--- src/rtl/ubds_defs.vh ---
// shared constants for the baud, dma and sleep block
`ifndef UBDS_DEFS_VH
`define UBDS_DEFS_VH

// register word addresses (one per register)
`define UBDS_ADDR_DIV_LOW 4'h0
`define UBDS_ADDR_DIV_HIGH 4'h1
`define UBDS_ADDR_MODEM_CTRL 4'h2
`define UBDS_ADDR_FIFO_CTRL 4'h3
`define UBDS_ADDR_ENH_FEAT 4'h4
`define UBDS_ADDR_INT_ENABLE 4'h5
`define UBDS_ADDR_TRIGGER 4'h6
`define UBDS_ADDR_STATUS 4'h7
`define UBDS_ADDR_EVENT 4'h8

// field positions
`define UBDS_MCR_PRESCALE 7
`define UBDS_FCR_FIFO_EN 0
`define UBDS_FCR_DMA_MODE 3
`define UBDS_EFR_ENHANCED 4
`define UBDS_IER_SLEEP 4
`define UBDS_EVT_TX_WRITE 0
`define UBDS_EVT_RX_PUSH 1
`define UBDS_EVT_RX_POP 2
`define UBDS_EVT_TX_POP 3
`define UBDS_EVT_ERROR_SET 4
`define UBDS_EVT_ERROR_CLR 5

// constants
`define UBDS_PRESCALE_DIV 2'h3
`define UBDS_OVERSAMPLE 5'h10
`define UBDS_TIMEOUT_BASE 8'h0c
`define UBDS_WORD_LEN 4'h8
`define UBDS_BYTE_ZERO 8'h00

`endif

--- src/rtl/ubds_baud_gen.v ---
// prescaler and 16-bit divisor producing the 16x tick
`timescale 1ns/1ps
`include "ubds_defs.vh"
module ubds_baud_gen #(
    parameter DW = 16
) (
    input wire clk,
    input wire rst,
    input wire run,
    input wire prescale_four,
    input wire [DW-1:0] divisor,
    output reg tick16
);
    reg [1:0] pre_q;
    reg [DW-1:0] cnt_q;
    wire pre_tick;

    assign pre_tick = prescale_four ? (pre_q == `UBDS_PRESCALE_DIV) : 1'b1;

    always @(posedge clk or posedge rst) begin
        if (rst) begin
            pre_q <= 2'h0;
            cnt_q <= {DW{1'b0}};
            tick16 <= 1'b0;
        end else if (!run || divisor == {DW{1'b0}}) begin
            tick16 <= 1'b0;
            cnt_q <= {DW{1'b0}};
        end else begin
            pre_q <= pre_q + 2'h1;
            tick16 <= 1'b0;
            if (pre_tick) begin
                if (cnt_q >= divisor - {{(DW-1){1'b0}}, 1'b1}) begin
                    cnt_q <= {DW{1'b0}};
                    tick16 <= 1'b1;
                end else begin
                    cnt_q <= cnt_q + {{(DW-1){1'b0}}, 1'b1};
                end
            end
        end
    end
endmodule

--- src/rtl/ubds_core.v ---
// baud generator, dma request signalling and sleep control
// Functional notes
// - divisor from one to 65535
// - output tick at sixteen times bit rate
// - optional divide-by-four prescaler, modem control bit
// - divisor computed and loaded by software
// - divisor written as low and high bytes
// - zero divisor stops the baud clock
// - one tick times both transmit and receive
// - fifo control bit three selects dma mode when fifo enable bit zero is set
// - single mode tx request while slot empty
// - single mode rx request while data held
// - block mode tx request on free space
// - block rx request on trigger or timeout
// - sleep needs enhanced and sleep enable bits
// - sleep needs idle line, empty tx, no interrupts
// - no sleep while receive fifo holds data
// - sleep stops controller and baud clocks; here only the baud tick stops
// - wake on rx edge, modem change, tx write
// - rx timeout after four word plus twelve
`timescale 1ns/1ps
`include "ubds_defs.vh"
module ubds_core #(
    parameter DEPTH = 64,
    parameter CW = 7
) (
    input wire clk,
    input wire rst,
    input wire [3:0] avs_address,
    input wire avs_read,
    input wire avs_write,
    input wire [31:0] avs_writedata,
    output reg [31:0] avs_readdata,
    output reg avs_waitrequest,
    input wire rx_line,
    input wire [3:0] modem_in,
    input wire irq_other_pending,
    output reg tx_dma_request,
    output reg rx_dma_request,
    output reg baud_tick,
    output reg asleep
);
    // ****************************************
    // state
    // ****************************************
    reg [7:0] div_low_q;
    reg [7:0] divisor_high_byte_q;
    reg [7:0] modem_control_reg_q;
    reg [7:0] fifo_control_reg_q;
    reg [7:0] enhanced_feature_reg_q;
    reg [7:0] interrupt_enable_reg_q;
    reg [7:0] trigger_q;
    reg [CW-1:0] tx_count_q;
    reg [CW-1:0] rx_count_q;
    reg fifo_error_q;
    reg rx_timeout_q;
    reg [9:0] idle_cnt_q;
    reg rx_prev_q;
    reg [3:0] modem_prev_q;
    reg ack_q;
    wire rx_s;
    wire [3:0] modem_s;
    wire tick;
    wire [15:0] divisor;
    wire wr_req;
    wire rd_req;
    wire [CW-1:0] tx_trig;
    wire [CW-1:0] rx_trig;
    wire [CW-1:0] depth_c;
    wire block_mode;
    wire [9:0] timeout_bits;
    wire evt_wr;
    wire sleep_allowed;
    wire sleep_quiet;
    reg [CW-1:0] tx_count_d;
    reg [CW-1:0] rx_count_d;

    function [CW-1:0] trig_count;
        input [3:0] nib;
        begin
            trig_count = {{(CW-4){1'b0}}, nib} << 2;
        end
    endfunction

    function evt_bit;
        input [31:0] data;
        input integer pos;
        begin
            evt_bit = data[pos];
        end
    endfunction

    // ****************************************
    // pin synchronisers
    // ****************************************
    ubds_sync #(.W(5)) u_sync (
        .clk(clk),
        .rst(rst),
        .async_in({rx_line, modem_in}),
        .sync_out({rx_s, modem_s})
    );

    // sixteen-bit divisor for the 16x tick
    assign divisor = {divisor_high_byte_q, div_low_q};
    assign depth_c = DEPTH[CW-1:0];
    assign tx_trig = trig_count(trigger_q[3:0]);
    assign rx_trig = trig_count(trigger_q[7:4]);
    // writes land on the edge that ends the cycle after the wait state
    assign wr_req = avs_write && ack_q;
    assign rd_req = avs_read && !ack_q;
    assign evt_wr = wr_req && avs_address == `UBDS_ADDR_EVENT;
    assign block_mode = fifo_control_reg_q[`UBDS_FCR_DMA_MODE] &&
        fifo_control_reg_q[`UBDS_FCR_FIFO_EN];
    // four words plus twelve, in bit times
    assign timeout_bits = {2'h0, `UBDS_WORD_LEN, 2'h0} + {2'h0, `UBDS_TIMEOUT_BASE};

    // ****************************************
    // sleep conditions
    // ****************************************
    // both enable bits needed
    assign sleep_allowed = enhanced_feature_reg_q[`UBDS_EFR_ENHANCED] &&
        interrupt_enable_reg_q[`UBDS_IER_SLEEP];
    // idle line, empty fifos, no other interrupt
    assign sleep_quiet = rx_s && rx_prev_q && modem_s == modem_prev_q &&
        tx_count_d == {CW{1'b0}} && rx_count_d == {CW{1'b0}} &&
        !irq_other_pending && !wr_req;

    // ****************************************
    // baud generator
    // ****************************************
    // sleep stops the shared tick
    ubds_baud_gen #(.DW(16)) u_baud (
        .clk(clk),
        .rst(rst),
        .run(!asleep),
        .prescale_four(modem_control_reg_q[`UBDS_MCR_PRESCALE]),
        .divisor(divisor),
        .tick16(tick)
    );

    // ****************************************
    // bus slave: one wait state per access
    // ****************************************
    always @(posedge clk or posedge rst) begin
        if (rst) begin
            ack_q <= 1'b0;
            avs_waitrequest <= 1'b1;
            avs_readdata <= 32'h0;
        end else begin
            ack_q <= (avs_read || avs_write) && !ack_q;
            avs_waitrequest <= !((avs_read || avs_write) && !ack_q);
            if (rd_req) begin
                case (avs_address)
                    `UBDS_ADDR_DIV_LOW: avs_readdata <= {24'h0, div_low_q};
                    `UBDS_ADDR_DIV_HIGH: avs_readdata <= {24'h0, divisor_high_byte_q};
                    `UBDS_ADDR_MODEM_CTRL: avs_readdata <= {24'h0, modem_control_reg_q};
                    `UBDS_ADDR_FIFO_CTRL: avs_readdata <= {24'h0, fifo_control_reg_q};
                    `UBDS_ADDR_ENH_FEAT: avs_readdata <= {24'h0, enhanced_feature_reg_q};
                    `UBDS_ADDR_INT_ENABLE: avs_readdata <= {24'h0, interrupt_enable_reg_q};
                    `UBDS_ADDR_TRIGGER: avs_readdata <= {24'h0, trigger_q};
                    `UBDS_ADDR_STATUS: avs_readdata <= {8'h0, 1'b0, rx_count_q,
                        1'b0, tx_count_q, fifo_error_q, rx_timeout_q, 3'h0,
                        asleep, rx_dma_request, tx_dma_request};
                    default: avs_readdata <= 32'h0;
                endcase
            end else begin
                avs_readdata <= 32'h0;
            end
        end
    end

    // ****************************************
    // configuration registers
    // ****************************************
    always @(posedge clk or posedge rst) begin
        if (rst) begin
            modem_control_reg_q <= `UBDS_BYTE_ZERO;
            fifo_control_reg_q <= `UBDS_BYTE_ZERO;
            enhanced_feature_reg_q <= `UBDS_BYTE_ZERO;
            interrupt_enable_reg_q <= `UBDS_BYTE_ZERO;
            trigger_q <= `UBDS_BYTE_ZERO;
        end else if (wr_req) begin
            case (avs_address)
                `UBDS_ADDR_MODEM_CTRL: modem_control_reg_q <= avs_writedata[7:0];
                `UBDS_ADDR_FIFO_CTRL: fifo_control_reg_q <= avs_writedata[7:0];
                `UBDS_ADDR_ENH_FEAT: enhanced_feature_reg_q <= avs_writedata[7:0];
                `UBDS_ADDR_INT_ENABLE: interrupt_enable_reg_q <= avs_writedata[7:0];
                `UBDS_ADDR_TRIGGER: trigger_q <= avs_writedata[7:0];
                default: ;
            endcase
        end
    end

    // divisor latches hold across reset
    // byte-wide divisor latches
    always @(posedge clk) begin
        if (wr_req && avs_address == `UBDS_ADDR_DIV_LOW) begin
            div_low_q <= avs_writedata[7:0];
        end
        if (wr_req && avs_address == `UBDS_ADDR_DIV_HIGH) begin
            divisor_high_byte_q <= avs_writedata[7:0];
        end
    end

    // ****************************************
    // fifo occupancy from event pulses
    // ****************************************
    always @* begin
        tx_count_d = tx_count_q;
        rx_count_d = rx_count_q;
        if (wr_req && avs_address == `UBDS_ADDR_EVENT) begin
            if (evt_bit(avs_writedata, `UBDS_EVT_TX_WRITE) && tx_count_q != depth_c)
                tx_count_d = tx_count_d + {{(CW-1){1'b0}}, 1'b1};
            if (evt_bit(avs_writedata, `UBDS_EVT_TX_POP) && tx_count_q != {CW{1'b0}})
                tx_count_d = tx_count_d - {{(CW-1){1'b0}}, 1'b1};
            if (evt_bit(avs_writedata, `UBDS_EVT_RX_PUSH) && rx_count_q != depth_c)
                rx_count_d = rx_count_d + {{(CW-1){1'b0}}, 1'b1};
            if (evt_bit(avs_writedata, `UBDS_EVT_RX_POP) && rx_count_q != {CW{1'b0}})
                rx_count_d = rx_count_d - {{(CW-1){1'b0}}, 1'b1};
        end
    end

    always @(posedge clk or posedge rst) begin
        if (rst) begin
            tx_count_q <= {CW{1'b0}};
            rx_count_q <= {CW{1'b0}};
            fifo_error_q <= 1'b0;
            rx_timeout_q <= 1'b0;
            idle_cnt_q <= 10'h0;
            rx_prev_q <= 1'b1;
            modem_prev_q <= 4'hf;
        end else begin
            tx_count_q <= tx_count_d;
            rx_count_q <= rx_count_d;
            rx_prev_q <= rx_s;
            modem_prev_q <= modem_s;
            // set wins over clear
            if (wr_req && avs_address == `UBDS_ADDR_EVENT &&
                evt_bit(avs_writedata, `UBDS_EVT_ERROR_SET))
                fifo_error_q <= 1'b1;
            else if ((wr_req && avs_address == `UBDS_ADDR_EVENT &&
                evt_bit(avs_writedata, `UBDS_EVT_ERROR_CLR)) || rx_count_d == {CW{1'b0}})
                fifo_error_q <= 1'b0;
            // idle count in 16x ticks per bit
            if (!rx_s || rx_count_q == {CW{1'b0}}) begin
                idle_cnt_q <= 10'h0;
            end else if (tick && idle_cnt_q != {timeout_bits[5:0], 4'h0}) begin
                idle_cnt_q <= idle_cnt_q + 10'h1;
            end
            if (rx_count_d == {CW{1'b0}} || rx_count_d != rx_count_q)
                rx_timeout_q <= 1'b0;
            else if (idle_cnt_q == {timeout_bits[5:0], 4'h0})
                rx_timeout_q <= 1'b1;
        end
    end

    // ****************************************
    // dma requests, tick and sleep
    // ****************************************
    always @(posedge clk or posedge rst) begin
        if (rst) begin
            tx_dma_request <= 1'b0;
            rx_dma_request <= 1'b0;
            baud_tick <= 1'b0;
            asleep <= 1'b0;
        end else begin
            baud_tick <= tick;
            if (block_mode) begin
                if (tx_count_d == depth_c)
                    tx_dma_request <= 1'b0;
                else if (depth_c - tx_count_d >= tx_trig)
                    tx_dma_request <= 1'b1;
                if (rx_count_d == {CW{1'b0}} || fifo_error_q)
                    rx_dma_request <= 1'b0;
                else if (rx_count_d >= rx_trig || rx_timeout_q)
                    rx_dma_request <= 1'b1;
            end else begin
                tx_dma_request <= (tx_count_d == {CW{1'b0}});
                rx_dma_request <= (rx_count_d != {CW{1'b0}});
            end
            if (asleep) begin
                // clearing either enable bit also wakes
                if (rx_s != rx_prev_q || modem_s != modem_prev_q || !sleep_allowed ||
                    (evt_wr && evt_bit(avs_writedata, `UBDS_EVT_TX_WRITE)))
                    asleep <= 1'b0;
            end else if (sleep_allowed && sleep_quiet) begin
                asleep <= 1'b1;
            end
        end
    end
endmodule

--- src/rtl/ubds_sync.v ---
// two-flop synchroniser for asynchronous pins
`timescale 1ns/1ps
module ubds_sync #(
    parameter W = 1
) (
    input wire clk,
    input wire rst,
    input wire [W-1:0] async_in,
    output reg [W-1:0] sync_out
);
    reg [W-1:0] meta_q;

    always @(posedge clk or posedge rst) begin
        if (rst) begin
            meta_q <= {W{1'b1}};
            sync_out <= {W{1'b1}};
        end else begin
            meta_q <= async_in;
            sync_out <= meta_q;
        end
    end
endmodule
--- config.mk ---
export PLATFORM = sky130hd
export DESIGN_NAME = ubds_core
export DESIGN_NICKNAME = d
export VERILOG_FILES = /design/src/rtl/ubds_baud_gen.v /design/src/rtl/ubds_core.v /design/src/rtl/ubds_sync.v
export VERILOG_INCLUDE_DIRS = /design/src /design/src/rtl
export SDC_FILE = /design/constraint.sdc
export NUM_CORES = 1
export LEC_CHECK = 0
export BUFFER_PORTS_ARGS = -buffer_cell sky130_fd_sc_hd__buf_2
export CAP_MARGIN = 30
export CORE_MARGIN = 4
export CORE_UTILIZATION = 50
export CTS_CLUSTER_DIAMETER = 60
export DETAILED_ROUTE_END_ITERATION = 12
export GPL_ROUTABILITY_DRIVEN = 0
export PLACE_DENSITY = 0.69
export SLEW_MARGIN = 20
export SYNTH_ARGS = -nofsm -noshare
export SYNTH_HDL_FRONTEND = slang
export SYNTH_SLANG_ARGS = --single-unit
--- constraint.sdc ---
create_clock -name clk -period 10.5 [get_ports clk]
set_input_delay 1.05 -clock clk [delete_from_list [all_inputs] [get_ports clk]]
set_output_delay 1.05 -clock clk [all_outputs]
set_load 0.005 [all_outputs]
Word-level counts from Yosys, hierarchy flattened --
Index checks and enable logic that the tools add are counted.
Operators by class: add/subtract/negate cells 9, multiply operators 0, div/mod/pow operators 0, order comparisons 3, equal/unequal tests 20, shift operators 0, multiplexer cells 32, bitwise operators 0, reductions and logical operators 56
Operators by type and width (count):
- $pmux 23 s8 | 1
- $mux 7 | 8
- $mux 16 | 3
- $mux 32 | 1
- $logic_and 1x1->1 | 23
- $logic_not 7->1 | 3
- $reduce_bool 7->1 | 3
- $mux 10 | 2
- $mux 1 | 17
- $add 16x1->16 const B | 1
- $eq 4x3->1 const B | 4
- $ge 16x16->1 | 1
- $logic_not 16->1 | 1
- $sub 16x1->16 const B | 1
- $add 7x1->7 const B | 2
- $ge 7x6->1 | 2
- $ne 7x7->1 const B | 2
- $sub 7x1->7 const B | 2
- $add 10x1->10 const B | 1
- $eq 10x10->1 const B | 1
- $logic_or 1x1->1 | 10
- $ne 10x10->1 const B | 1
- $reduce_and 2->1 | 5
- $eq 4x2->1 const B | 2
- other kinds (14) | 23
Word-level totals: flip-flop bits (word level) 154, bits in latches 0, memory bits (writable) 0, bits in read-only memories 0, input port bits 46, word-level logic and storage cells 146, memories 0

Logic depth before layout (Yosys ltp) --
Gate-level depths: netlist (run 1).
word-level depth 15, depth in mapped cells 18, mapped depth without buffers 18

Hierarchy --
A second synthesis (run 1) with hierarchy kept.
Second synthesis, totals: cells, all modules 827, area total of the unflattened synthesis 8318.0 µm²
By module, submodules not included:
- ubds_core | instances 1, cells each 637, area each 6446.2 µm², seq. area each 2965.3 µm²
- ubds_baud_gen | instances 1, cells each 179, area each 1605.3 µm², seq. area each 475.5 µm²
- ubds_sync | instances 1, cells each 11, area each 266.5 µm², seq. area each 262.8 µm²

Worst setup path after synthesis (run 1) --
Ideal clock, no wire load.
kind input to register, start point input avs_address[0], end point register tx_dma_request, data arrival time 3.767 ns, required time 10.369 ns, slack 6.602 ns, stages 15, path buffers 2, cell sequence clkbuf_1 -> nor4b_1 -> and2_0 -> clkbuf_1 -> a31o_2 -> nor3_1 -> nor2b_1 -> nand2_1 -> xor2_1 -> ha_1 -> a21o_1 -> a211oi_1 -> o221ai_1 -> o21bai_1 -> mux2i_1
On the way: word-level cells in the longest chain between the ends 6
RTL lines:
- start, declared | RTL line ubds_core.v:29 | input wire [3:0] avs_address,
- $eq 4x4->1 (no line) (*)
- $logic_and 1x1->1 (no line) (*)
- $mux 7 (*) | RTL line ubds_core.v:211 | if (wr_req && avs_address == `UBDS_ADDR_EVENT) begin
- $sub 7x7->7 or $eq 7x7->1 (tied branches) | RTL line ubds_core.v:271, ubds_core.v:269
- $ge 7x6->1 or $mux 1 (tied branches) | RTL line ubds_core.v:271, ubds_core.v:269
- $ne 3x1->1 (no line) or $mux 1 (tied branches)
- end signal, assigned | RTL line ubds_core.v:278 | tx_dma_request <= (tx_count_d == {CW{1'b0}});
- end, declared | RTL line ubds_core.v:38 | output reg tx_dma_request,
Every way passes the cells marked *; elsewhere a longest branch is shown, timed or not. A chain may end at the register's enable or synchronous reset.

Worst setup path after layout (run 1) --
Same ends and word-level chain as after synthesis.

==> flow_summary.json, run 1 <==
{
  "cts_buffers": 17,
  "area_growth_pct": 12.5,
  "viasPerCell": 5.82,
  "post-dp-hpwl_um": 12800,
  "cp.arrival_ns": 4.90,
  "use_met3": 0.0414,
  "syn_inst": 774,
  "yosys_most_used_dff": "dfrtp_1",
  "die_h_um": 135,
  "synthMuxAreaShare": 0.0845,
  "final.period_utilization": 0.437,
  "multi_input_area_um2": 4020,
  "num_io_pins": 83,
  "ir_worst_vdd_mv": 0.124,
  "fin_tns_setup_ns": 0,
  "drc": 0,
  "cellPowerDensity_nw_per_um2": 191,
  "rr_endpoint": "tx_dma_request",
  "synth-xor-area-share": 0.0546,
  "grt_util_met2": 0.325,
  "synthArstFlopShare": 0.889,
  "start_util": 0.507,
  "drt-pass1-iter-count": 5,
  "grt_pass1_vias": 6066,
  "row_count": 46,
  "overflow": 0,
  "synth_compound_area_frac": 0.126,
  "final_cell_mix": "dfrtp_1 (112), nor2_1 (62), nand2_1 (52)",
  "nNetsFinal": 890,
  "critPathLaunchType": "input pin",
  "synth_top_area_share": 0.349,
  "path_class": "in2reg",
  "synth-edff-count": 16,
  "regArea_um2": 3700,
  "grt_max_degree": 73,
  "required_ns": 10.81,
  "max_slew_margin": 0.329,
  "post-route-min-period_ns": 4.59,
  "core_um2": 15800,
  "synth_top_area_cell": "dfrtp_1",
  "hold_start": "u_sync.meta_q[1]",
  "cts_hold_buf": 0,
  "crit_path_end_kind": "flop",
  "synthAdderAreaFrac": 0.0561,
  "final_common_cell": "dfrtp_1",
  "clk_latency_ns": 0.43,
  "cp_max_fo": 35,
  "nFillCells": 1357,
  "routedWlPerCell_um": 17.5,
  "ant_nets": 0,
  "synth_seq_area_share": 0.461,
  "min_to": "u_sync.sync_out[1]",
  "setup_viol": 0,
  "p_total_mw": 1.72,
  "gr-usage-all-layers": 0.211,
  "drt-total-wl_um": 18200,
  "clkTransAtPathRegs_ns": 0.06,
  "slew_violations": 0,
  "syn_area_per_cell_um2": 10.4,
  "finalHoldViolations": 0,
  "busiest_layer": "met2",
  "post_cts_buffers": 0,
  "run_status": "finished clean",
  "clock_path_buffers": 2,
  "cts_max_level": 4,
  "p_leak_nw": 4.11,
  "ys_types": 79,
  "synth_top_family_by_area": "simple AND/OR/NAND/NOR gates",
  "drt_iter0_markers": 513,
  "antenna_found_initial": 2,
  "tritoncts": "yes",
  "yosysWarnings": 0,
  "reg2reg_slack_ns": 6.25,
  "synthSimpleGateAreaFrac": 0.174,
  "portBuffers": 48,
  "max_freq_mhz": 218,
  "ys_ff_latch": 144,
  "hold_class": "reg2reg",
  "cts_resized": 0,
  "gr-usage-met1": 0.292,
  "synth_area_leaders": "dfrtp_1 (35%), edfxtp_1 (6.0%), mux2_2 (5.9%)",
  "grt_pass1_wl_um": 30400,
  "clock-root-buffer": "clkbuf_16",
  "drive_gt1_frac": 0.202,
  "rr_startpoint": "tx_count_q[0]",
  "r2r_cells": 17,
  "rsz0062_at_grt": "no",
  "dieArea_um2": 18100,
  "clock_skew_ns": 0.00855,
  "netlist_area_um2": 8030,
  "drv_cap": 0,
  "cts.sinks": 144,
  "dieWidth_um": 135,
  "vias": 6046,
  "tightestPinTransition_ns": 1.01,
  "worstHoldPathCells": 0
}
==> cell usage after synthesis (all sizes together), types with 4 or more instances <==
master,n
buf,22
a31oi,18
nor3,21
mux2,42
mux2i,16
nor2b,13
clkbuf,24
a21o,12
nand4,16
and3,14
xor2,23
nor2,62
a22oi,5
dfstp,16
inv,27
a211o,4
o21ai,23
and2,14
nand2,52
nand3,24
a21oi,30
xnor2,27
ha,36
nor4,10
a211oi,11
edfxtp,16
a221oi,7
nand2b,16
dfrtp,112
==> layer usage <==
layer  up-vias  routed length [um]
met1      2963                8190
met5         -                  12
li1       2846                   -
met2       192                8550
met3        43                 946
met4         2                 473
==> final cells by class <==
| class | instances | area share |
|---|---|---|
| Antenna cell | 1 | 0.000277 |
| Multi-Input combinational cell | 565 | 0.445 |
| Timing Repair Buffer | 52 | 0.0319 |
| Sequential cell | 144 | 0.410 |
| Inverter | 28 | 0.0119 |
| Clock buffer | 20 | 0.0518 |
| Clock inverter | 12 | 0.0188 |
| Tap cell | 216 | 0.0299 |
==> cell families (layout without fill, tap and decap cells) <==
group / count (synthesis) / after routing
AO/OA/AOI/OAI: 142 / 142
XOR/XNOR: 50 / 50
adder cells (fa/ha/maj): 36 / 36
buffers and inverters: 74 / 112
flip-flops: 144 / 144
multiplexers: 60 / 60
other: 1 / 11
AND/OR/NAND/NOR: 267 / 267
==> worst max-delay path: stages <==
cell       delay [ns]
buf_2            0.33
nor4b_1          0.44
and2_0           0.84
o2111ai_1        0.26
xnor2_1          0.32
o2111a_2         0.29
nand2_1          0.07
xor2_1           0.16
ha_1             0.32
a21o_1           0.17
a211oi_1         0.23
o221ai_1         0.17
o21bai_1         0.15
mux2i_1          0.08
==> worst max path at each step <==
stage,startpoint,to
floorplan,rst,ack_q
global placement,avs_address[0],tx_dma_request
detailed placement,avs_address[0],tx_dma_request
CTS,avs_address[0],tx_dma_request
global route,avs_address[0],tx_dma_request
finish,avs_address[0],tx_dma_request
==> metrics by stage <==
stage	hold WS (ns)	worst slack [ns]	utilization	area, um^2	instances
final	0.355	5.91	0.571	9030	1038
after CTS	0.356	5.92	0.569	9000	1036
after detailed placement	0.347	5.46	0.528	8360	1004
after global routing	0.357	5.60	0.571	9030	1038
after floorplan	0.345	6.06	-	8060	783
after global placement	0.347	5.58	0.528	8360	1003
==> power breakdown <==
| part | internal (mW) | leakage (nW) | total, mW | switching (mW) |
|---|---|---|---|---|
| logic | 0.166 | 2.01 | 0.380 | 0.214 |
| clock network | 0.400 | 0.310 | 0.651 | 0.251 |
| registers | 0.630 | 1.78 | 0.693 | 0.0630 |
| total | 1.20 | 4.11 | 1.72 | 0.528 |
==> state kept, by name (all words and copies together) (netlist names), 2 cells and up <==
name,count
avs_readdata,22
u_baud.cnt_q,16
idle_cnt_q,10
div_low_q,8
divisor_high_byte_q,8
enhanced_feature_reg_q,8
fifo_control_reg_q,8
interrupt_enable_reg_q,8
modem_control_reg_q,8
trigger_q,8
rx_count_q,7
tx_count_q,7
u_sync.meta_q,5
u_sync.sync_out,5
modem_prev_q,4
u_baud.pre_q,2
No activity file was read; power rests on OpenSTA's default activity.
==> run 2, diff against run 1 <==
--- a/config.mk
+++ b/config.mk
@@ -13,7 +13,7 @@
 export CTS_CLUSTER_DIAMETER = 60
 export DETAILED_ROUTE_END_ITERATION = 12
 export GPL_ROUTABILITY_DRIVEN = 0
-export PLACE_DENSITY = 0.69
+export PLACE_DENSITY = 0.72
 export SLEW_MARGIN = 20
 export SYNTH_ARGS = -nofsm -noshare
 export SYNTH_HDL_FRONTEND = slang
==> constraint.sdc (replaced) <==
create_clock -name clk -period 4.2 [get_ports clk]
set_input_delay 0.42 -clock clk [delete_from_list [all_inputs] [get_ports clk]]
set_output_delay 0.42 -clock clk [all_outputs]
set_load 0.005 [all_outputs]
==> run 2 against run 1 <==
Register-to-register slack worse by 5.9 ns; clock power up 120%; combinational power rose to 2.7 times the previous value; hold slack worse by 0.26 ns; utilization up 0.76 points; highest routed layer is now met4.
==> flow_summary.json, run 2 (same netlist as run 1, synthesis figures left out) <==
{
  "cellPowerDensity_nw_per_um2": 458,
  "critPathLaunchType": "flop",
  "nFillCells": 1361,
  "num_io_pins": 83,
  "grt_pass1_vias": 5824,
  "max_freq_mhz": 258,
  "clock-root-buffer": "clkbuf_16",
  "cts_buffers": 17,
  "largest_reg_flops": 22,
  "drt_iter0_markers": 445,
  "row_count": 46,
  "overflow": 0,
  "die_h_um": 135,
  "final.period_utilization": 0.922,
  "dieWidth_um": 135,
  "path_class": "reg2reg",
  "antenna_cells": 0,
  "final_cells": 1058,
  "drive_gt1_frac": 0.224,
  "top_regs": "avs_readdata x22, u_baud.cnt_q x16, idle_cnt_q x10",
  "drv_cap": 0,
  "clk_latency_ns": 0.42,
  "drt-total-wl_um": 18200,
  "ant_nets": 0,
  "post-dp-hpwl_um": 12800,
  "post-route-min-period_ns": 3.87,
  "dieArea_um2": 18100,
  "post-place-cells": 1023,
  "nNetsFinal": 911,
  "cts.sinks": 144,
  "fin_tns_setup_ns": 0,
  "start_util": 0.507,
  "final_common_cell": "dfrtp_1",
  "viasPerCell": 5.65,
  "p_leak_nw": 4.18,
  "antenna_found_initial": 0,
  "drt-pass1-iter-count": 5,
  "gr-usage-all-layers": 0.211,
  "clkTransAtPathRegs_ns": 0.06,
  "grt_max_degree": 101,
  "rsz0062_at_grt": "no",
  "portBuffers": 48,
  "regMostFlops": "avs_readdata",
  "setup_viol": 0,
  "routedWlPerCell_um": 17.2,
  "clock_path_buffers": 2,
  "area_growth_pct": 14.0,
  "finalHoldViolations": 0,
  "slew_violations": 0,
  "crit_path_end_kind": "flop",
  "drc": 0,
  "clock_skew_ns": 0.0101,
  "cts_max_level": 4,
  "required_ns": 4.49,
  "vias": 5980,
  "routed.top_layer": "met4",
  "tightestPinTransition_ns": 0.798,
  "wl_met3_um": 977,
  "core_um2": 15800,
  "wl_met2_um": 8410,
  "max_slew_margin": 0.464,
  "wl_met1_um": 8530,
  "cp.arrival_ns": 4.16,
  "run_status": "finished clean",
  "cp_max_fo": 8,
  "grt_pass1_wl_um": 30200,
  "final_cell_mix": "dfrtp_1 (110), nor2_1 (62), nand2_1 (52)",
  "ir_worst_vdd_mv": 0.315,
  "tritoncts": "yes",
  "hold_class": "in2reg",
  "p_total_mw": 4.19
}
-- run 2: report_power, final --
part / switching [mW] / internal, mW
Sequential: 0.129 / 1.58
Combinational: 0.582 / 0.452
Clock: 0.577 / 0.874
Total: 1.29 / 2.90
-- run 2: layer usage --
layer	up-vias	track usage
met2	161	0.324
met3	26	0.0443
met5	-	0
met1	2903	0.302
li1	2890	-
met4	0	0.0656
-- run 2: worst max-delay path, stage by stage, from the launching register on --
cell	delay [ns]
dfrtp_2	0.44
inv_1	0.08
ha_1	0.21
nor3b_4	0.17
a21bo_2	0.23
a22oi_1	0.21
ha_1	0.17
and2_1	0.21
o31ai_4	0.12
a221oi_1	0.29
nand3_1	0.18
and4bb_2	0.38
xnor2_1	0.13
ha_1	0.28
a211oi_1	0.24
o221ai_1	0.17
o21bai_1	0.15
mux2i_1	0.08
-- run 2: worst paths after layout --
path,from,endpoint,slack (ns),depth (start not counted)
worst max-delay path,tx_count_q[1],tx_dma_request,0.33,17
worst min-delay path,rx_line,u_sync.meta_q[4],0.09,1
worst max register to register,tx_count_q[1],tx_dma_request,0.33,17
worst min register to register,u_sync.meta_q[2],u_sync.sync_out[2],0.36,0
max in group asynchronous,rst,u_baud.cnt_q[0],3.06,4
min in group asynchronous,rst,interrupt_enable_reg_q[0],0.48,3
-- run 2: area by class of cell --
type / count / area, um^2 / share of cell area
clock buffer: 24 / 526 / 0.0574
clock inverter: 8 / 50.0 / 0.00547
inverter: 28 / 110 / 0.0120
multi-input combinational: 565 / 4040 / 0.441
sequential: 144 / 3710 / 0.405
tap: 216 / 270 / 0.0295
timing repair buffer: 73 / 450 / 0.0492
-- run 2: through the flow --
stage / util / hold WS (ns) / instance area, um^2 / setup WS (ns)
finish: 0.578 / 0.0911 / 9150 / 0.329
detailed placement: 0.538 / 0.347 / 8510 / 0.280
global placement: 0.537 / 0.346 / 8500 / 0.390
global route: 0.578 / 0.0725 / 9150 / 0.0504
floorplan: - / 0.345 / 8060 / 0.394
CTS: 0.574 / 0.0770 / 9090 / 0.257
-- run 2: timing repair --
item	CTS	global route
gates resized for setup	0	7
hold buffers	0	1
endpoints found under the setup margin	0	2
buffers inserted	0	1
hold endpoints to repair	0	8
==> run 3, diff against run 2 <==
--- a/config.mk
+++ b/config.mk
@@ -9,11 +9,10 @@
 export BUFFER_PORTS_ARGS = -buffer_cell sky130_fd_sc_hd__buf_2
 export CAP_MARGIN = 30
 export CORE_MARGIN = 4
-export CORE_UTILIZATION = 50
+export CORE_UTILIZATION = 30
 export CTS_CLUSTER_DIAMETER = 60
 export DETAILED_ROUTE_END_ITERATION = 12
 export GPL_ROUTABILITY_DRIVEN = 0
-export PLACE_DENSITY = 0.72
 export SLEW_MARGIN = 20
 export SYNTH_ARGS = -nofsm -noshare
 export SYNTH_HDL_FRONTEND = slang
==> run 3 against run 2 <==
Non-clock buffer count down 1; routed wire length is 5.4% higher; global-route usage shrank 7.4 points; first-iteration DRC count down 19%; critical path type unchanged; largest power group unchanged.
==> flow_summary.json, run 3 (same netlist as run 1, synthesis figures left out) <==
{
  "cellPowerDensity_nw_per_um2": 453,
  "clk_latency_ns": 0.43,
  "rr_endpoint": "tx_dma_request",
  "grt_pass1_wl_um": 32000,
  "vias": 5988,
  "final.period_utilization": 0.943,
  "tritoncts": "yes",
  "run_status": "finished clean",
  "finalHoldViolations": 0,
  "nFillCells": 2588,
  "min_to": "u_sync.meta_q[0]",
  "fin_tns_setup_ns": 0,
  "top_regs": "avs_readdata x22, u_baud.cnt_q x16, idle_cnt_q x10",
  "regMostFlops": "avs_readdata",
  "max_slew_margin": 0.424,
  "clkTransAtPathRegs_ns": 0.07,
  "reg2reg_slack_ns": 0.24,
  "slowest_delay_ns": 0.45,
  "core_um2": 26200,
  "clock-root-buffer": "clkbuf_16",
  "slew_violations": 0,
  "overflow": 0,
  "final_cell_mix": "dfrtp_1 (110), nor2_1 (62), nand2_1 (52)",
  "tightestPinTransition_ns": 0.859,
  "fin_ws_ns": 0.240,
  "r2r_cells": 18,
  "ir_worst_vdd_mv": 0.252,
  "viasPerCell": 5.09,
  "drt-total-wl_um": 19200,
  "critPathLaunchType": "flop",
  "crit_chain": "inv_1 > ha_1 > nor3b_4 > a21bo_2 > a22oi_1 > ha_1 > and2_1 > o31ai_4 > nor4_1 > a221oi_1 > nand3_1 > and4bb_2 > xnor2_1 > ha_1 > a211oi_1 > o221ai_1 > o21bai_1 > mux2i_1",
  "drive_gt1_frac": 0.225,
  "cts_buffers": 17,
  "cts.sinks": 144,
  "worstHoldPathCells": 1,
  "row_count": 59,
  "slowest_stage": "dfrtp_2",
  "grt_max_degree": 79,
  "grt_pass1_vias": 5945,
  "p_total_mw": 4.21,
  "cts_max_level": 4,
  "path_common_cell": "ha_1",
  "ant_nets": 0,
  "dieArea_um2": 29400,
  "rr_startpoint": "tx_count_q[0]",
  "routedWlPerCell_um": 16.3,
  "antenna_cells": 0,
  "post-route-min-period_ns": 3.96,
  "final_common_cell": "dfrtp_1",
  "place_ws_ns": 0.170,
  "path_class": "reg2reg",
  "area_growth_pct": 15.9,
  "hold_class": "in2reg",
  "rsz0062_at_grt": "yes",
  "portBuffers": 48,
  "gr-usage-all-layers": 0.137,
  "hold_start": "modem_in[0]",
  "antenna_found_initial": 0,
  "dieWidth_um": 172,
  "drt-pass1-iter-count": 6,
  "start_util": 0.306,
  "p_leak_nw": 4.19,
  "largest_reg_flops": 22,
  "drv_cap": 0,
  "num_io_pins": 83,
  "cp_max_fo": 6,
  "drt_iter0_markers": 359,
  "max_freq_mhz": 253,
  "required_ns": 4.50,
  "crit_path_end_kind": "flop",
  "clock_skew_ns": 0.00797,
  "die_h_um": 172,
  "setup_viol": 0,
  "nNetsFinal": 910,
  "drc": 0,
  "cp.arrival_ns": 4.26,
  "post-dp-hpwl_um": 13800,
  "clock_path_buffers": 2
}
-- run 3: cell count changes in the layout (fill, tap and decap cells not counted), sizes merged --
cell / delta
inv: +7
clkinvlp: -2
clkbuf: -5
buf: -1
-- run 3: routing by layer --
layer / up-vias / wire length (um) / GRT usage
li1: 2890 / - / -
met3: 17 / 810 / 0.0264
met4: 0 / 187 / 0.0389
met1: 2940 / 9220 / 0.194
met5: - / 0 / 0
met2: 141 / 8960 / 0.213
-- run 3: through the flow --
step,util,hold WS (ns),std cells,cell area (um^2)
final,0.355,0.0890,1176,9300
after detailed placement,0.332,0.347,1142,8690
after CTS,0.354,0.0626,1175,9280
after global placement,0.330,0.346,1140,8660
after global routing,0.355,0.0581,1176,9300
after floorplan,-,0.345,783,8060
-- run 3: worst max path at each step --
stage                  start  slack [ns]        endpoint  cells after the start
4_1_cts        tx_count_q[0]        0.17  tx_dma_request                     18
5_1_grt        tx_count_q[0]       -0.07  tx_dma_request                     18
2_1_floorplan            rst        0.39           ack_q                      1
6_report       tx_count_q[0]        0.24  tx_dma_request                     18
3_3_place_gp   rx_count_q[0]        0.30  rx_dma_request                     16
3_5_place_dp   tx_count_q[0]        0.17  tx_dma_request                     18
-- run 3: worst max-delay path: cells and delay by family, from the launching register on --
family / cells / cell delay [ns]
simple gates: 5 / 1.12
compound gates: 7 / 1.20
buf+inv: 1 / 0.15
mux: 1 / 0.09
xor+xnor: 1 / 0.14
flops: 1 / 0.45
fa+ha+maj: 3 / 0.69
-- run 3: final cells by class --
cell class,instances,area (um^2),area share
clock buffer,19,464,0.0499
tap,335,419,0.0451
clock inverter,13,115,0.0124
sequential,144,3710,0.398
multi-input combinational,565,4040,0.434
inverter,28,110,0.0118
timing repair buffer,72,453,0.0487
-- run 3: what timing repair did --
action	CTS	global route
buffers inserted	0	1
resized for setup	0	5
setup endpoints to repair	0	2
endpoints found under the hold margin	24	0
hold buffers	1	0
-- run 3: power by group --
group | switching, mW | internal [mW]
Sequential | 0.131 | 1.58
Clock | 0.647 | 0.828
Combinational | 0.576 | 0.453
Total | 1.35 | 2.86
